[config.mk]
export PLATFORM = sky130hd
export DESIGN_NAME = ctmc_mode_ctrl
export DESIGN_NICKNAME = d
export VERILOG_FILES = /design/src/ctmc_pkg.sv /design/src/ctmc_mode_ctrl.sv
export SDC_FILE = /design/constraint.sdc
export NUM_CORES = 1
export LEC_CHECK = 0
export BUFFER_PORTS_ARGS = -buffer_cell sky130_fd_sc_hd__buf_2
export CORE_MARGIN = 1.5
export CORE_UTILIZATION = 57
export CTS_CLUSTER_DIAMETER = 100
export DETAILED_ROUTE_END_ITERATION = 8
export GPL_TIMING_DRIVEN = 0
export PLACE_DENSITY = 0.87
export SLEW_MARGIN = 30
export SYNTH_ARGS = -nofsm -noshare
export SYNTH_HDL_FRONTEND = slang
export SYNTH_SLANG_ARGS = --single-unit
[constraint.sdc]
create_clock -name ref_clk -period 1.9 [get_ports ref_clk]
set_clock_uncertainty 0.05 [all_clocks]
set_input_delay 0.095 -clock ref_clk [delete_from_list [all_inputs] [get_ports ref_clk]]
set_output_delay 0.095 -clock ref_clk [all_outputs]
set_load 0.02 [all_outputs]
[src/ctmc_pkg.sv]
package ctmc_pkg;

    // Serial register addresses
    localparam logic [6:0] ADDR_MODE_CTRL   = 7'h01;
    localparam logic [6:0] ADDR_MAIN_STATUS = 7'h03;
    localparam logic [6:0] ADDR_CAN_CTRL    = 7'h20;
    localparam logic [6:0] ADDR_TRX_STATUS  = 7'h22;

    // Field positions
    localparam int FORCED_SLEEP_BIT = 7;
    localparam int OVERTEMP_BIT     = 6;
    localparam int NOT_NORMAL_BIT   = 5;
    localparam int CTS_BIT          = 7;

    // Operating mode codes
    localparam logic [2:0] OPM_SLEEP   = 3'h1;
    localparam logic [2:0] OPM_STANDBY = 3'h4;
    localparam logic [2:0] OPM_NORMAL  = 3'h7;

    // CAN mode codes
    localparam logic [1:0] CANSEL_OFFLINE   = 2'h0;
    localparam logic [1:0] CANSEL_ACTIVE_UV = 2'h1;
    localparam logic [1:0] CANSEL_ACTIVE    = 2'h2;
    localparam logic [1:0] CANSEL_LISTEN    = 2'h3;

    // Reset values
    localparam logic [1:0] CANSEL_RST       = 2'h0;
    localparam logic       NOT_NORMAL_RST   = 1'b1;
    localparam logic       FORCED_SLEEP_RST = 1'b0;

    // Serial frame: 7 address bits, read-only flag, 8 data bits
    localparam logic [4:0] FRAME_BITS = 5'h10;
    localparam logic [4:0] HDR_BITS   = 5'h08;

    // Timing
    localparam int CLK_PERIOD_NS     = 25;
    localparam int SILENCE_TIMEOUT_US = 1000;
    localparam int SILENCE_CYC =
        (SILENCE_TIMEOUT_US * 1000 + CLK_PERIOD_NS - 1) / CLK_PERIOD_NS;

    typedef enum logic [2:0] {
        DEV_STANDBY = 3'b001,
        DEV_NORMAL  = 3'b010,
        DEV_SLEEP   = 3'b100
    } ctmc_dev_mode_e;

    typedef enum logic [3:0] {
        CAN_OFFLINE = 4'b0001,
        CAN_OFFBIAS = 4'b0010,
        CAN_LISTEN  = 4'b0100,
        CAN_ACTIVE  = 4'b1000
    } ctmc_can_mode_e;

    typedef struct packed {
        logic scsn_n;
        logic sck;
        logic sdi;
    } ctmc_spi_in_s;

    typedef struct packed {
        logic vcc_uv;
        logic uv_sleep;
        logic overtemp_warn;
        logic wake_pending;
        logic wake_src_en;
        logic wake_event;
    } ctmc_sys_in_s;

    typedef struct packed {
        logic bus_rx;
        logic bus_edge;
    } ctmc_bus_in_s;

endpackage

[src/ctmc_mode_ctrl.sv]
`timescale 1ns/1ps
// Overview of operation
// - Host writes the mode field of register 0x01 to pick operating mode.
// - Mode code 001 asks Sleep, 100 Standby, 111 Normal.
// - Main status bit 7 tells host-commanded (0) or undervoltage-forced (1) Sleep.
// - Main status bit 6 follows the overtemperature warning level.
// - Main status bit 5 is 1 after power-up until Normal first entered.
// - Active and Listen-only keep the bus biased to mid level.
// - Offline biases mid while bus active, ground after silence timeout.
// - Normal lets CAN mode pick sub-mode; Standby/Sleep force Offline/Offline Bias.
// - CAN mode 01 and 10 request Active: transmit and receive.
// - CAN mode 01 drops Active to Offline when transmitter supply is low.
// - CAN mode 10 ignores supply undervoltage until it forces Sleep.
// - Active only in Normal, CAN mode 01/10, and for 01 supply good.
// - Transmit input low at Active request gives Listen-only until it rises.
// - Transceiver status register shows whether CAN is ready.
// - Normal with CAN mode 11 gives Listen-only: no transmit, receive and bias on.
// - Listen-only holds while transmit input low or, in CAN mode 01, transmitter supply low.
// - Active drives receive output from bus and bus from transmit input.
// - Sleep request enters Sleep only if no wake pending and a source enabled.
// - Normal with CAN mode 00 goes Offline, via Offline Bias if bus recent.
module ctmc_mode_ctrl
    import ctmc_pkg::*;
#(
    parameter int SILENCE_CYCLES = ctmc_pkg::SILENCE_CYC
) (
    // Clock and reset
    input  wire logic                    ref_clk,
    input  wire logic                    rst_n,
    // Serial register port
    input  wire ctmc_pkg::ctmc_spi_in_s  spi_in,
    output logic                         sdo,
    output logic                         sdo_oe,
    // Supply, temperature and wake status
    input  wire ctmc_pkg::ctmc_sys_in_s  sys_in,
    // Protocol controller side
    input  wire logic                    txd,
    output logic                         rxd,
    // Bus side
    input  wire ctmc_pkg::ctmc_bus_in_s  bus_in,
    output logic                         tx_dominant,
    output logic                         bias_mid,
    // Mode visibility
    output ctmc_pkg::ctmc_dev_mode_e     dev_mode,
    output ctmc_pkg::ctmc_can_mode_e     can_mode,
    output logic                         can_ready
);
    import ctmc_pkg::*;

    localparam int SIL_W = $clog2(SILENCE_CYCLES + 1);
    localparam logic [SIL_W-1:0] SIL_MAX = SIL_W'(SILENCE_CYCLES);

    // Serial port state
    logic        sck_q, next_sck_q;
    logic [4:0]  bit_cnt, next_bit_cnt;
    logic [15:0] rx_sh, next_rx_sh;
    logic [7:0]  tx_sh, next_tx_sh;
    logic        next_sdo;
    logic        wr_en, next_wr_en;
    logic [6:0]  wr_addr, next_wr_addr;
    logic [7:0]  wr_data, next_wr_data;
    logic        sck_rise, sck_fall;

    // Control and status state
    ctmc_dev_mode_e next_dev_mode;
    ctmc_can_mode_e next_can_mode;
    logic [1:0]     can_mode_select, next_can_mode_select;
    logic           forced_sleep_flag, next_forced_sleep_flag;
    logic           overtemp_warning_flag, next_overtemp_warning_flag;
    logic           normal_not_yet_entered, next_normal_not_yet_entered;
    logic [SIL_W-1:0] sil_cnt, next_sil_cnt;
    logic           bus_quiet;
    logic           next_rxd, next_tx_dominant, next_bias_mid;
    logic [2:0]     operating_mode_select;
    logic [7:0]     rd_data;

    assign sck_rise = spi_in.sck & ~sck_q;
    assign sck_fall = ~spi_in.sck & sck_q;
    assign sdo_oe   = ~spi_in.scsn_n;
    assign can_ready = (can_mode == CAN_ACTIVE);

    always_comb begin
        case (dev_mode)
            DEV_NORMAL: operating_mode_select = OPM_NORMAL;
            DEV_SLEEP:  operating_mode_select = OPM_SLEEP;
            default:    operating_mode_select = OPM_STANDBY;
        endcase
    end

    // Unmapped addresses and reserved bits read as zero
    always_comb begin
        rd_data = 8'h00;
        case (rx_sh[6:0])
            ADDR_MODE_CTRL:   rd_data[2:0] = operating_mode_select;
            ADDR_MAIN_STATUS: begin
                rd_data[FORCED_SLEEP_BIT] = forced_sleep_flag;
                rd_data[OVERTEMP_BIT]     = overtemp_warning_flag;
                rd_data[NOT_NORMAL_BIT]   = normal_not_yet_entered;
            end
            ADDR_CAN_CTRL:    rd_data[1:0] = can_mode_select;
            ADDR_TRX_STATUS:  rd_data[CTS_BIT] = can_ready;
            default:          rd_data = 8'h00;
        endcase
    end

    // Serial shifter: sample on rising SCK, shift out on falling SCK
    always_comb begin
        next_sck_q   = spi_in.sck;
        next_bit_cnt = bit_cnt;
        next_rx_sh   = rx_sh;
        next_tx_sh   = tx_sh;
        next_sdo     = sdo;
        next_wr_en   = 1'b0;
        next_wr_addr = wr_addr;
        next_wr_data = wr_data;
        if (spi_in.scsn_n) begin
            next_bit_cnt = 5'h00;
            next_sdo     = 1'b0;
        end else if (sck_rise) begin
            next_rx_sh = {rx_sh[14:0], spi_in.sdi};
            if (bit_cnt != FRAME_BITS) begin
                next_bit_cnt = bit_cnt + 5'h01;
            end
            if (bit_cnt == HDR_BITS - 5'h01) begin
                next_tx_sh = rd_data;
            end
            // Only a complete frame with a clear read-only flag writes
            if (bit_cnt == FRAME_BITS - 5'h01 && !rx_sh[7]) begin
                next_wr_en   = 1'b1;
                next_wr_addr = rx_sh[14:8];
                next_wr_data = {rx_sh[6:0], spi_in.sdi};
            end
        end else if (sck_fall && bit_cnt >= HDR_BITS
                     && bit_cnt < FRAME_BITS) begin
            next_sdo   = tx_sh[7];
            next_tx_sh = {tx_sh[6:0], 1'b0};
        end
    end

    always_ff @(posedge ref_clk or negedge rst_n) begin
        if (!rst_n) begin
            sck_q   <= 1'b0;
            bit_cnt <= 5'h00;
            rx_sh   <= 16'h0000;
            tx_sh   <= 8'h00;
            sdo     <= 1'b0;
            wr_en   <= 1'b0;
            wr_addr <= 7'h00;
            wr_data <= 8'h00;
        end else begin
            sck_q   <= next_sck_q;
            bit_cnt <= next_bit_cnt;
            rx_sh   <= next_rx_sh;
            tx_sh   <= next_tx_sh;
            sdo     <= next_sdo;
            wr_en   <= next_wr_en;
            wr_addr <= next_wr_addr;
            wr_data <= next_wr_data;
        end
    end

    // Device operating mode; undervoltage outranks a host command
    always_comb begin
        next_dev_mode               = dev_mode;
        next_forced_sleep_flag      = forced_sleep_flag;
        next_normal_not_yet_entered = normal_not_yet_entered;
        next_can_mode_select        = can_mode_select;
        next_overtemp_warning_flag  = sys_in.overtemp_warn;
        if (wr_en && wr_addr == ADDR_CAN_CTRL) begin
            next_can_mode_select = wr_data[1:0];
        end
        if (dev_mode != DEV_SLEEP && sys_in.uv_sleep) begin
            next_dev_mode          = DEV_SLEEP;
            next_forced_sleep_flag = 1'b1;
        end else if (wr_en && wr_addr == ADDR_MODE_CTRL) begin
            case (wr_data[2:0])
                OPM_SLEEP: begin
                    if (!sys_in.wake_pending && sys_in.wake_src_en) begin
                        next_dev_mode          = DEV_SLEEP;
                        next_forced_sleep_flag = 1'b0;
                    end else begin
                        next_dev_mode = DEV_STANDBY;
                    end
                end
                OPM_STANDBY: next_dev_mode = DEV_STANDBY;
                OPM_NORMAL:  next_dev_mode = DEV_NORMAL;
                default:    next_dev_mode = dev_mode;
            endcase
        end else if (dev_mode == DEV_SLEEP && sys_in.wake_event) begin
            next_dev_mode = DEV_STANDBY;
        end
        if (next_dev_mode == DEV_NORMAL) begin
            next_normal_not_yet_entered = 1'b0;
        end
    end

    always_ff @(posedge ref_clk or negedge rst_n) begin
        if (!rst_n) begin
            dev_mode               <= DEV_STANDBY;
            forced_sleep_flag      <= FORCED_SLEEP_RST;
            normal_not_yet_entered <= NOT_NORMAL_RST;
            can_mode_select        <= CANSEL_RST;
            overtemp_warning_flag  <= 1'b0;
        end else begin
            dev_mode               <= next_dev_mode;
            forced_sleep_flag      <= next_forced_sleep_flag;
            normal_not_yet_entered <= next_normal_not_yet_entered;
            can_mode_select        <= next_can_mode_select;
            overtemp_warning_flag  <= next_overtemp_warning_flag;
        end
    end

    assign bus_quiet = (sil_cnt == SIL_MAX);

    // CAN sub-mode; TXD low blocks entry to Active, not staying in it
    always_comb begin
        next_can_mode = can_mode;
        next_sil_cnt  = bus_in.bus_edge ? '0
                      : (bus_quiet ? sil_cnt : sil_cnt + SIL_W'(1));
        if (dev_mode == DEV_NORMAL
            && (can_mode_select == CANSEL_ACTIVE_UV
                || can_mode_select == CANSEL_ACTIVE)) begin
            if (can_mode_select == CANSEL_ACTIVE_UV && sys_in.vcc_uv) begin
                if (can_mode == CAN_LISTEN) begin
                    next_can_mode = CAN_LISTEN;
                end else begin
                    next_can_mode = bus_quiet ? CAN_OFFLINE
                                              : CAN_OFFBIAS;
                end
            end else if (can_mode != CAN_ACTIVE && !txd) begin
                next_can_mode = CAN_LISTEN;
            end else begin
                next_can_mode = CAN_ACTIVE;
            end
        end else if (dev_mode == DEV_NORMAL
                     && can_mode_select == CANSEL_LISTEN) begin
            next_can_mode = CAN_LISTEN;
        end else begin
            // Standby, Sleep (incl. forced by supply loss) or CAN mode 00
            case (can_mode)
                CAN_OFFLINE: next_can_mode = bus_in.bus_edge ? CAN_OFFBIAS
                                                              : CAN_OFFLINE;
                CAN_OFFBIAS: next_can_mode = bus_quiet ? CAN_OFFLINE
                                                       : CAN_OFFBIAS;
                default:     next_can_mode = bus_quiet ? CAN_OFFLINE
                                                       : CAN_OFFBIAS;
            endcase
        end
        next_bias_mid    = (next_can_mode != CAN_OFFLINE);
        next_tx_dominant = (next_can_mode == CAN_ACTIVE) && !txd;
        next_rxd         = (next_can_mode == CAN_ACTIVE
                            || next_can_mode == CAN_LISTEN)
                           ? bus_in.bus_rx : 1'b1;
    end
    // mode 10 has no undervoltage branch; supply loss ends it only through forced Sleep

    always_ff @(posedge ref_clk or negedge rst_n) begin
        if (!rst_n) begin
            can_mode    <= CAN_OFFLINE;
            sil_cnt     <= SIL_MAX;
            bias_mid    <= 1'b0;
            tx_dominant <= 1'b0;
            rxd         <= 1'b1;
        end else begin
            can_mode    <= next_can_mode;
            sil_cnt     <= next_sil_cnt;
            bias_mid    <= next_bias_mid;
            tx_dominant <= next_tx_dominant;
            rxd         <= next_rxd;
        end
    end
endmodule

# Word level (Yosys, flattened, before mapping)
# Index checks and enable logic that the tools add are counted.
# W data, S select, Z words.
dict set report word_totals {
  wordCells 125
  in_bits 14
  ff_bits 72
  out_inout_bits 13
}
dict set report classes {
  n_bitwise 5
  n_mux 37
  reduce_logical 31
  magnitude_cmp 2
  add_sub_neg 2
  n_eq_ne 30
}
# op count
set op_table {}
lappend op_table {{$mux W16} 2}
lappend op_table {{$mux W8} 3}
lappend op_table {{$eq A7 B6 Y1 const B} 3}
lappend op_table {{$mux W3} 6}
lappend op_table {{$add A16 B1 Y16 const B} 1}
lappend op_table {{$eq A16 B16 Y1 const B} 1}
lappend op_table {{$mux W5} 3}
lappend op_table {{$eq A7 B1 Y1 const B} 2}
lappend op_table {{$reduce_bool A2 Y1} 7}
lappend op_table {{$logic_and A1 B1 Y1} 13}
lappend op_table {{$mux W1} 12}
lappend op_table {{$mux W4} 3}
lappend op_table {{$eq A3 B3 Y1 const B} 3}
lappend op_table {{$pmux W3 S3} 1}
lappend op_table {{$reduce_and A3 Y1} 3}
lappend op_table {{$eq A4 B3 Y1 const B} 2}
lappend op_table {{$eq A4 B4 Y1 const B} 2}
lappend op_table {{$mux W2} 4}
lappend op_table {{$eq A7 B2 Y1 const B} 1}
lappend op_table {{$eq A3 B2 Y1 const B} 2}
lappend op_table {{$pmux W3 S2} 1}
lappend op_table {{$reduce_and A2 Y1} 3}
lappend op_table {{$add A5 B1 Y5 const B} 1}
lappend op_table {{$eq A5 B3 Y1 const B} 1}
lappend op_table {{19 further kinds} 27}

# Logic depth before layout (Yosys ltp)
# Gate-level depths: netlist of the first run.
dict set report depth {
  depth_word 8
  depth_mapped 7
  mapped_depth_nobuf 7
}

# Least setup slack after synthesis of the first run
# No wires, ideal clock.
dict set report synth_timing {
  kind {reg-to-reg}
  startpoint {register can_mode[2]}
  endpoint {register can_mode[2]}
  path_buffers 0
  t_arrival_ps 1887
  setup_ps 119
  stages_incl_launch_ff 5
  required_time_ps 1731
  setup_slack_ps -156
  synth_period_minus_slack_ps 2056
  cell_sequence {dfrtp_1 nor4b_1 o21ai_0 a21oi_1 nor2b_1}
}
dict set report synth_between {
  elab_chain_cells 5
  elab_cells_between_ends 7
}
# element line_no
set synth_lines {}
lappend synth_lines {{from (decl)} ctmc_mode_ctrl.sv:45} ;# output ctmc_pkg::ctmc_can_mode_e can_mode,
lappend synth_lines {{from (signal assigned)} ctmc_mode_ctrl.sv:265} ;# can_mode <= next_can_mode;
lappend synth_lines {{$ne A4 B4 Y1} ctmc_mode_ctrl.sv:230} ;# end else if (can_mode != CAN_ACTIVE && !txd) begin
lappend synth_lines {{$logic_and A1 B1 Y1} ctmc_mode_ctrl.sv:230}
lappend synth_lines {{$mux W4} ctmc_mode_ctrl.sv:230}
lappend synth_lines {{$mux W4 (*)} ctmc_mode_ctrl.sv:223} ;# if (can_mode_select == CANSEL_ACTIVE_UV && sys_in.vcc_uv) begin
lappend synth_lines {{$mux W4 (*)} ctmc_mode_ctrl.sv:220} ;# if (dev_mode == DEV_NORMAL
lappend synth_lines {{net next_can_mode[2]} ctmc_mode_ctrl.sv:66} ;# ctmc_can_mode_e next_can_mode;
# Mark *: on every way through the listed nets, which the timed path passes. The rest lies on a longest branch.
# A chain may end at the register's enable or synchronous reset.

# Final worst setup path of the first run
dict set report layout_timing {
  startpoint {register sil_cnt[0]}
  endpoint {register can_mode[1]}
}
dict set report layout_between {
  elab_chain_cells 5
  elab_cells_between_ends 7
}
# element line_no
set layout_lines {}
lappend layout_lines {{from (decl)} ctmc_mode_ctrl.sv:71} ;# logic [SIL_W-1:0] sil_cnt, next_sil_cnt;
lappend layout_lines {{from (signal assigned)} ctmc_mode_ctrl.sv:266} ;# sil_cnt <= next_sil_cnt;
lappend layout_lines {{$eq A16 B16 Y1 (*)} ctmc_mode_ctrl.sv:213} ;# assign bus_quiet = (sil_cnt == SIL_MAX);
lappend layout_lines {{$mux W2 (*)} {ctmc_mode_ctrl.sv:227, ctmc_mode_ctrl.sv:243, ctmc_mode_ctrl.sv:245}}
lappend layout_lines {{$mux W2 / $mux W3 (equally long branches)} -}
lappend layout_lines {{$mux W3 / $mux W4 (equally long branches)} {ctmc_mode_ctrl.sv:235, ctmc_mode_ctrl.sv:223}}
lappend layout_lines {{$mux W4 (*)} ctmc_mode_ctrl.sv:220}
lappend layout_lines {{net next_can_mode[1]} ctmc_mode_ctrl.sv:66}
# Marked as above.

==> impl_metrics.ini, run 1 <==
[placed_design]
gp_congestion = 0.821
placed_area_mm2 = 0.00362
hpwl_um = 4480
port_buffers = 24

[min_path]
hold_depth = 2
hp-class = in -> reg
min_from = spi_in[2]
hold_end = bit_cnt[2]

[finish]
finalInstanceArea_mm2 = 0.00403
utilization_pct = 71.9
area_delta_synth_final_pct = 19.4
drive_above_1_share_pct = 29.3
fin_nets = 385
fillers = 362
antenna_cells = 0

[route]
first_pass_iters = 5
post_drt_wl_per_cell_um = 16.9
drtIter0Drc = 209
drc = 0
vias_per_cell = 5.89
wl_um = 7430
antenna_left = 0
num_vias = 2597

[synthesis]
syn-cell-area_mm2 = 0.00338
yosysSeqAreaShare_pct = 53.7
synthCells = 313
async_flop_share_pct = 100
syn_nets = 334
postSynthRegisterBits = 72
synth-edff-count = 0
synth.lib_cells_used.distinct = 44
syn_area_per_cell_um2 = 10.8
synth_ff_type = dfrtp_1
yosysWarnings = 0

[global_route]
grt_max_degree = 48
grt_pass1_vias = 2481
grt_pass1_wl_um = 11200
grt_usage_pct = 22.9
antenna_found_initial = 0
gr-total-overflow = 0

[clock_network]
numCtsBuffers = 9
htree_levels = 3
clk_latency_ns = 0.34
cts_buffer_depth = 2
root_buffer = clkbuf_8
clkSinkCount = 72
clk_pin_slew_ns = 0.08
cts_tree = built

[floorplan]
ios = 27
die-area_mm2 = 0.00639
core-area_mm2 = 0.00561
rows = 27
initial_core_util_pct = 60.2
die_w_um = 80.0
die_y_um = 80.0

[worst_setup_path]
cp_data_arrival_time_ns = 2.04
r2r_slack_ns = 0.02
r2r_cells = 7
rr_endpoint = can_mode[1]
worstPathMaxFanout = 6
startpoint = sil_cnt[0]
crit_type = reg -> reg
cp.required_ns = 2.06
end_kind = flip-flop
r2r-start = sil_cnt[0]
startpoint_type = flip-flop

[timing]
setup_viol = 0
slew_headroom_pct = 56.0
min_period_ns = 1.88
fin_crit_sh_pct = 99.0
hold_viol_final = 0
slew_viol_final = 0
tightest_slew_ns = 0.651
timing.fmax_mhz = 532

[power]
max-vdd-ir-drop_mv = 0.484
cellLeakagePower_nw = 1.81
power_density_mw_per_mm2 = 834

[flow_run]
maxCapViolations = 0

[run_status]
status = finished clean
-- kinds of logic after synthesis --
| kind of cell | share of synthesized area, % |
|---|---|
| and+or+nand+nor | 19.2 |
| DFF | 53.7 |
| AOI/OAI and AO/OA | 9.16 |
| muxes | 8.97 |
| buffers and inverters | 2.52 |
| xor gates and xnor gates | 3.89 |
| adders and majority gates | 2.59 |
-- synth_stat cells, types with 2 or more instances --
library cell	count	area (um2)
inv_1	13	48.8
a21o_1	2	15.0
and3_1	3	18.8
nor4_1	4	25.0
nor2b_1	6	37.5
nor4bb_1	3	30.0
dfstp_2	9	236
o211ai_1	2	15.0
dfrtp_1	63	1580
ha_1	7	87.6
buf_2	2	10.0
or2_2	2	12.5
o31a_1	2	17.5
nand3b_1	4	30.0
or3_1	3	18.8
mux2_2	26	293
a21oi_1	14	70.1
nor2_1	27	101
nor3b_1	2	15.0
a22oi_1	6	45.0
o21ai_0	18	90.1
nand2_1	29	109
xnor2_1	5	43.8
nor4b_1	4	35.0
and2_1	5	31.3
nor3_1	3	15.0
nand4_1	4	25.0
nand3_1	9	45.0
nand2b_1	6	37.5
xor2_1	10	87.6
clkbuf_1	7	26.3
-- cells in the final DEF (no fill, tap or decap), types with 3 or more instances in the layout --
master,netlist,routed
a21oi_1,14,13
a22oi_1,6,6
and2_1,5,4
and3_1,3,3
buf_2,2,26
buf_4,0,10
clkbuf_1,7,5
clkbuf_8,0,12
clkinv_2,0,3
dfrtp_1,63,63
dfstp_2,9,9
dlygate4sd3_1,0,6
ha_1,7,5
inv_1,13,13
mux2_2,26,26
nand2_1,29,29
nand2b_1,6,6
nand3_1,9,8
nand3b_1,4,4
nand4_1,4,4
nor2_1,27,26
nor2b_1,6,6
nor3_1,3,3
nor4_1,4,3
nor4b_1,4,3
o21ai_0,18,17
xnor2_1,5,5
xor2_1,10,10
-- final cells by class --
type | instances | area [um2] | area share, %
Tap cell | 72 | 90.1 | 2.24
Timing Repair Buffer | 41 | 289 | 7.17
Inverter | 13 | 48.8 | 1.21
Sequential cell | 72 | 1810 | 45.0
Clock buffer | 13 | 169 | 4.19
Multi-Input combinational cell | 219 | 1560 | 38.8
Buffer | 8 | 41.3 | 1.02
Clock inverter | 3 | 15.0 | 0.373
-- registers in the layout (all words and copies together) (netlist names) --
signal	count
wr_addr	7
forced_sleep_flag	1
rxd	1
dev_mode	3
bit_cnt	5
can_mode_select	2
sdo	1
tx_dominant	1
bias_mid	1
wr_data	3
tx_sh	8
rx_sh	15
overtemp_warning_flag	1
wr_en	1
normal_not_yet_entered	1
can_mode	4
sil_cnt	16
sck_q	1
-- power breakdown --
part	switching [mW]	leakage [nW]	internal, mW
logic	0.230	0.774	0.214
registers	0.144	0.934	1.66
clock network	0.540	0.0992	0.575
-- critical path: stages, from the launching register on --
cell and delay, ns:
dfrtp_1 0.40, buf_4 0.16, inv_1 0.06, ha_1 0.14, and4bb_2 0.22, nand4_1 0.25, o211ai_1 0.29, o21ai_0 0.16
-- metal layers --
| metal | GRT usage, % | up-vias | share of wire (%) |
|---|---|---|---|
| met5 | 0 | - | 0 |
| met4 | 11.7 | 0 | 2.5 |
| li1 | - | 1207 | - |
| met3 | 4.46 | 21 | 4.1 |
| met1 | 29.3 | 1281 | 42 |
| met2 | 36.8 | 88 | 51 |
-- stage by stage --
stage                     total power [mW]  worst slack (ns)  hold WS [ns]  cells  setup TNS (ns)
after floorplan                       2.08             0.114        -0.251    313               0
after global placement                2.21           -0.0764         0.152    409          -0.149
after detailed placement              2.24            -0.109       -0.0145    410          -0.307
after CTS                             3.36           0.00655        0.0476    435               0
after global routing                  3.49           -0.0725        0.0743    441          -0.284
final                                 3.36            0.0186        0.0721    441               0
-- how the worst max path moves through the flow --
stage	endpoint	slack (ns)	depth (start not counted)
5_1_grt	can_mode[1]	-0.07	7
3_5_place_dp	normal_not_yet_entered	-0.11	5
3_3_place_gp	normal_not_yet_entered	-0.08	5
6_report	can_mode[1]	0.02	7
4_1_cts	tx_sh[1]	0.007	7
2_1_floorplan	sil_cnt[12]	0.11	4
-- timing repair --
item	CTS	global route
setup endpoints to repair	17	34
hold endpoints to repair	76	0
buffers inserted	3	6
gates cloned	0	1
hold buffers	6	0
pin swaps	1	2
resized for setup	5	22
Power figures use the tool's default switching activity.
==> run 2: changes to the inputs <==
--- a/config.mk
+++ b/config.mk
@@ -7,11 +7,11 @@
 export LEC_CHECK = 0
 export BUFFER_PORTS_ARGS = -buffer_cell sky130_fd_sc_hd__buf_2
 export CORE_MARGIN = 1.5
-export CORE_UTILIZATION = 57
+export CORE_UTILIZATION = 45
 export CTS_CLUSTER_DIAMETER = 100
 export DETAILED_ROUTE_END_ITERATION = 8
 export GPL_TIMING_DRIVEN = 0
-export PLACE_DENSITY = 0.87
+export PLACE_DENSITY = 0.74
 export SLEW_MARGIN = 30
 export SYNTH_ARGS = -nofsm -noshare
 export SYNTH_HDL_FRONTEND = slang
==> run 2 against run 1 <==
Combinational power decreased by 3%; routed wire length decreased by 10%; non-clock buffer count decreased by 2; flip-flop and latch count unchanged; largest power group unchanged.
==> impl_metrics.ini, run 2 (synthesized netlist as in run 1, its figures left out) <==
[run_status]
status = finished clean

[timing]
slew_headroom_pct = 60.6
timing.final.ws_setup_ns = 0.0405
rsz0062_at_grt = true
timing.fmax_mhz = 538
tightest_slew_ns = 0.586
setup_viol = 0
slew_viol_final = 0
fin_crit_sh_pct = 97.9
hold_viol_final = 0
min_period_ns = 1.86

[worst_setup_path]
cp_data_arrival_time_ns = 2.08
end_kind = flip-flop
worstPathMaxFanout = 5
cp.required_ns = 2.12
crit_type = reg -> reg
startpoint_type = flip-flop

[clock_network]
cts_tree = built
root_buffer = clkbuf_8
clk_latency_ns = 0.35
clkSinkCount = 72
cts_buffer_depth = 2
htree_levels = 3
numCtsBuffers = 9
clk_pin_slew_ns = 0.07

[placed_design]
hpwl_um = 4280
port_buffers = 24
gp_congestion = 0.803
dpl_worst_slack_ns = -0.131

[global_route]
grt_pass1_wl_um = 10400
antenna_found_initial = 0
gr-total-overflow = 0
grt_pass1_vias = 2299
grt_usage_pct = 16.9
grt_max_degree = 45

[power]
cellLeakagePower_nw = 1.80
p_total_mw = 3.67
power_density_mw_per_mm2 = 901
clockPowerShare_pct = 39.4
internal-power_mw = 2.74
p_switching_uw = 929
max-vdd-ir-drop_mv = 0.318
swShare_pct = 25.3
pwr-share-comb_pct = 11.8
p_seq_share_pct = 48.8

[route]
num_vias = 2493
drc = 0
drtIter0Drc = 136
vias_per_cell = 5.35
first_pass_iters = 4
post_drt_wl_per_cell_um = 14.3
antenna_left = 0
wl_um = 6690

[finish]
largest_register_ffs = 16
area_delta_synth_final_pct = 20.6
regMostFlops = sil_cnt
layout_commonest_cell = dfrtp_1
antenna_cells = 0
drive_above_1_share_pct = 28.9
mostFrequentLayoutCells = dfrtp_1 (63), nand2_1 (29), nor2_1 (26), mux2_2 (26), buf_2 (25)
largest_registers = sil_cnt x16, rx_sh x15, tx_sh x8
fin_nets = 383

[flow_run]
maxCapViolations = 0

[floorplan]
core-area_mm2 = 0.00725
ios = 27
die-area_mm2 = 0.00803
rows = 31
die_y_um = 89.6
initial_core_util_pct = 46.5
die_w_um = 89.6

[min_path]
hp-class = in -> reg
-- run 2: worst paths after layout --
kind | from | endpoint | slack [ns] | cells after the start
setup / recovery | sil_cnt[6] | sil_cnt[14] | 0.04 | 4
max in group asynchronous | rst_n | normal_not_yet_entered | 1.02 | 3
hold reg to reg | normal_not_yet_entered | normal_not_yet_entered | 0.41 | 1
setup reg to reg | sil_cnt[6] | sil_cnt[14] | 0.04 | 4
hold / removal | sys_in[5] | can_mode[1] | 0.07 | 5
min in group asynchronous | rst_n | sil_cnt[4] | 0.16 | 2
-- run 2: stage by stage --
stage               area [um2]  hold WS (ns)  util, %  setup TNS, ns  cells
floorplan                 3380        -0.251        -              0    313
global placement          3630         0.153     50.0         -0.188    436
detailed placement        3650      -0.00348     50.3         -0.522    437
global route              4070        0.0877     56.1        -0.0778    466
CTS                       3990        0.0634     55.0              0    462
finish                    4070        0.0667     56.1              0    466
-- run 2: final cells by class --
cell class / count / area, um2
fill: 606 / 3180
sequential: 72 / 1810
multi-input combinational: 219 / 1550
timing repair buffer: 39 / 263
clock buffer: 10 / 128
tap: 99 / 124
clock inverter: 6 / 108
inverter: 13 / 48.8
buffer: 8 / 41.3
-- run 2: repair_timing --
item	4_1_cts	5_1_grt
setup buffers	3	4
resized for setup	7	13
endpoints found under the hold margin	72	0
hold buffers	6	0
pin swaps	1	4
cloned	0	1
setup endpoints to repair	25	38
-- run 2: layer usage --
layer  global-route usage [%]  wire length [um]
met5                        0                 0
met4                     7.55               139
met3                     3.29               194
met2                     28.0              3260
met1                     21.6              3090
-- run 2: critical path, cell delays in order (launching register included) --
cell and delay (ns):
dfstp_2 0.54, nand4_2 0.14, or4b_4 0.58, or3_4 0.35
a21oi_2 0.12
-- run 2: power groups by stage --
stage          sequential, mW  combinational, mW  clock [mW]
2_1_floorplan            1.79              0.287           0
3_3_place_gp             1.79              0.418           0
3_5_place_dp             1.80              0.437           0
4_1_cts                  1.77              0.456        1.46
5_1_grt                  1.81              0.481        1.52
6_report                 1.79              0.432        1.44
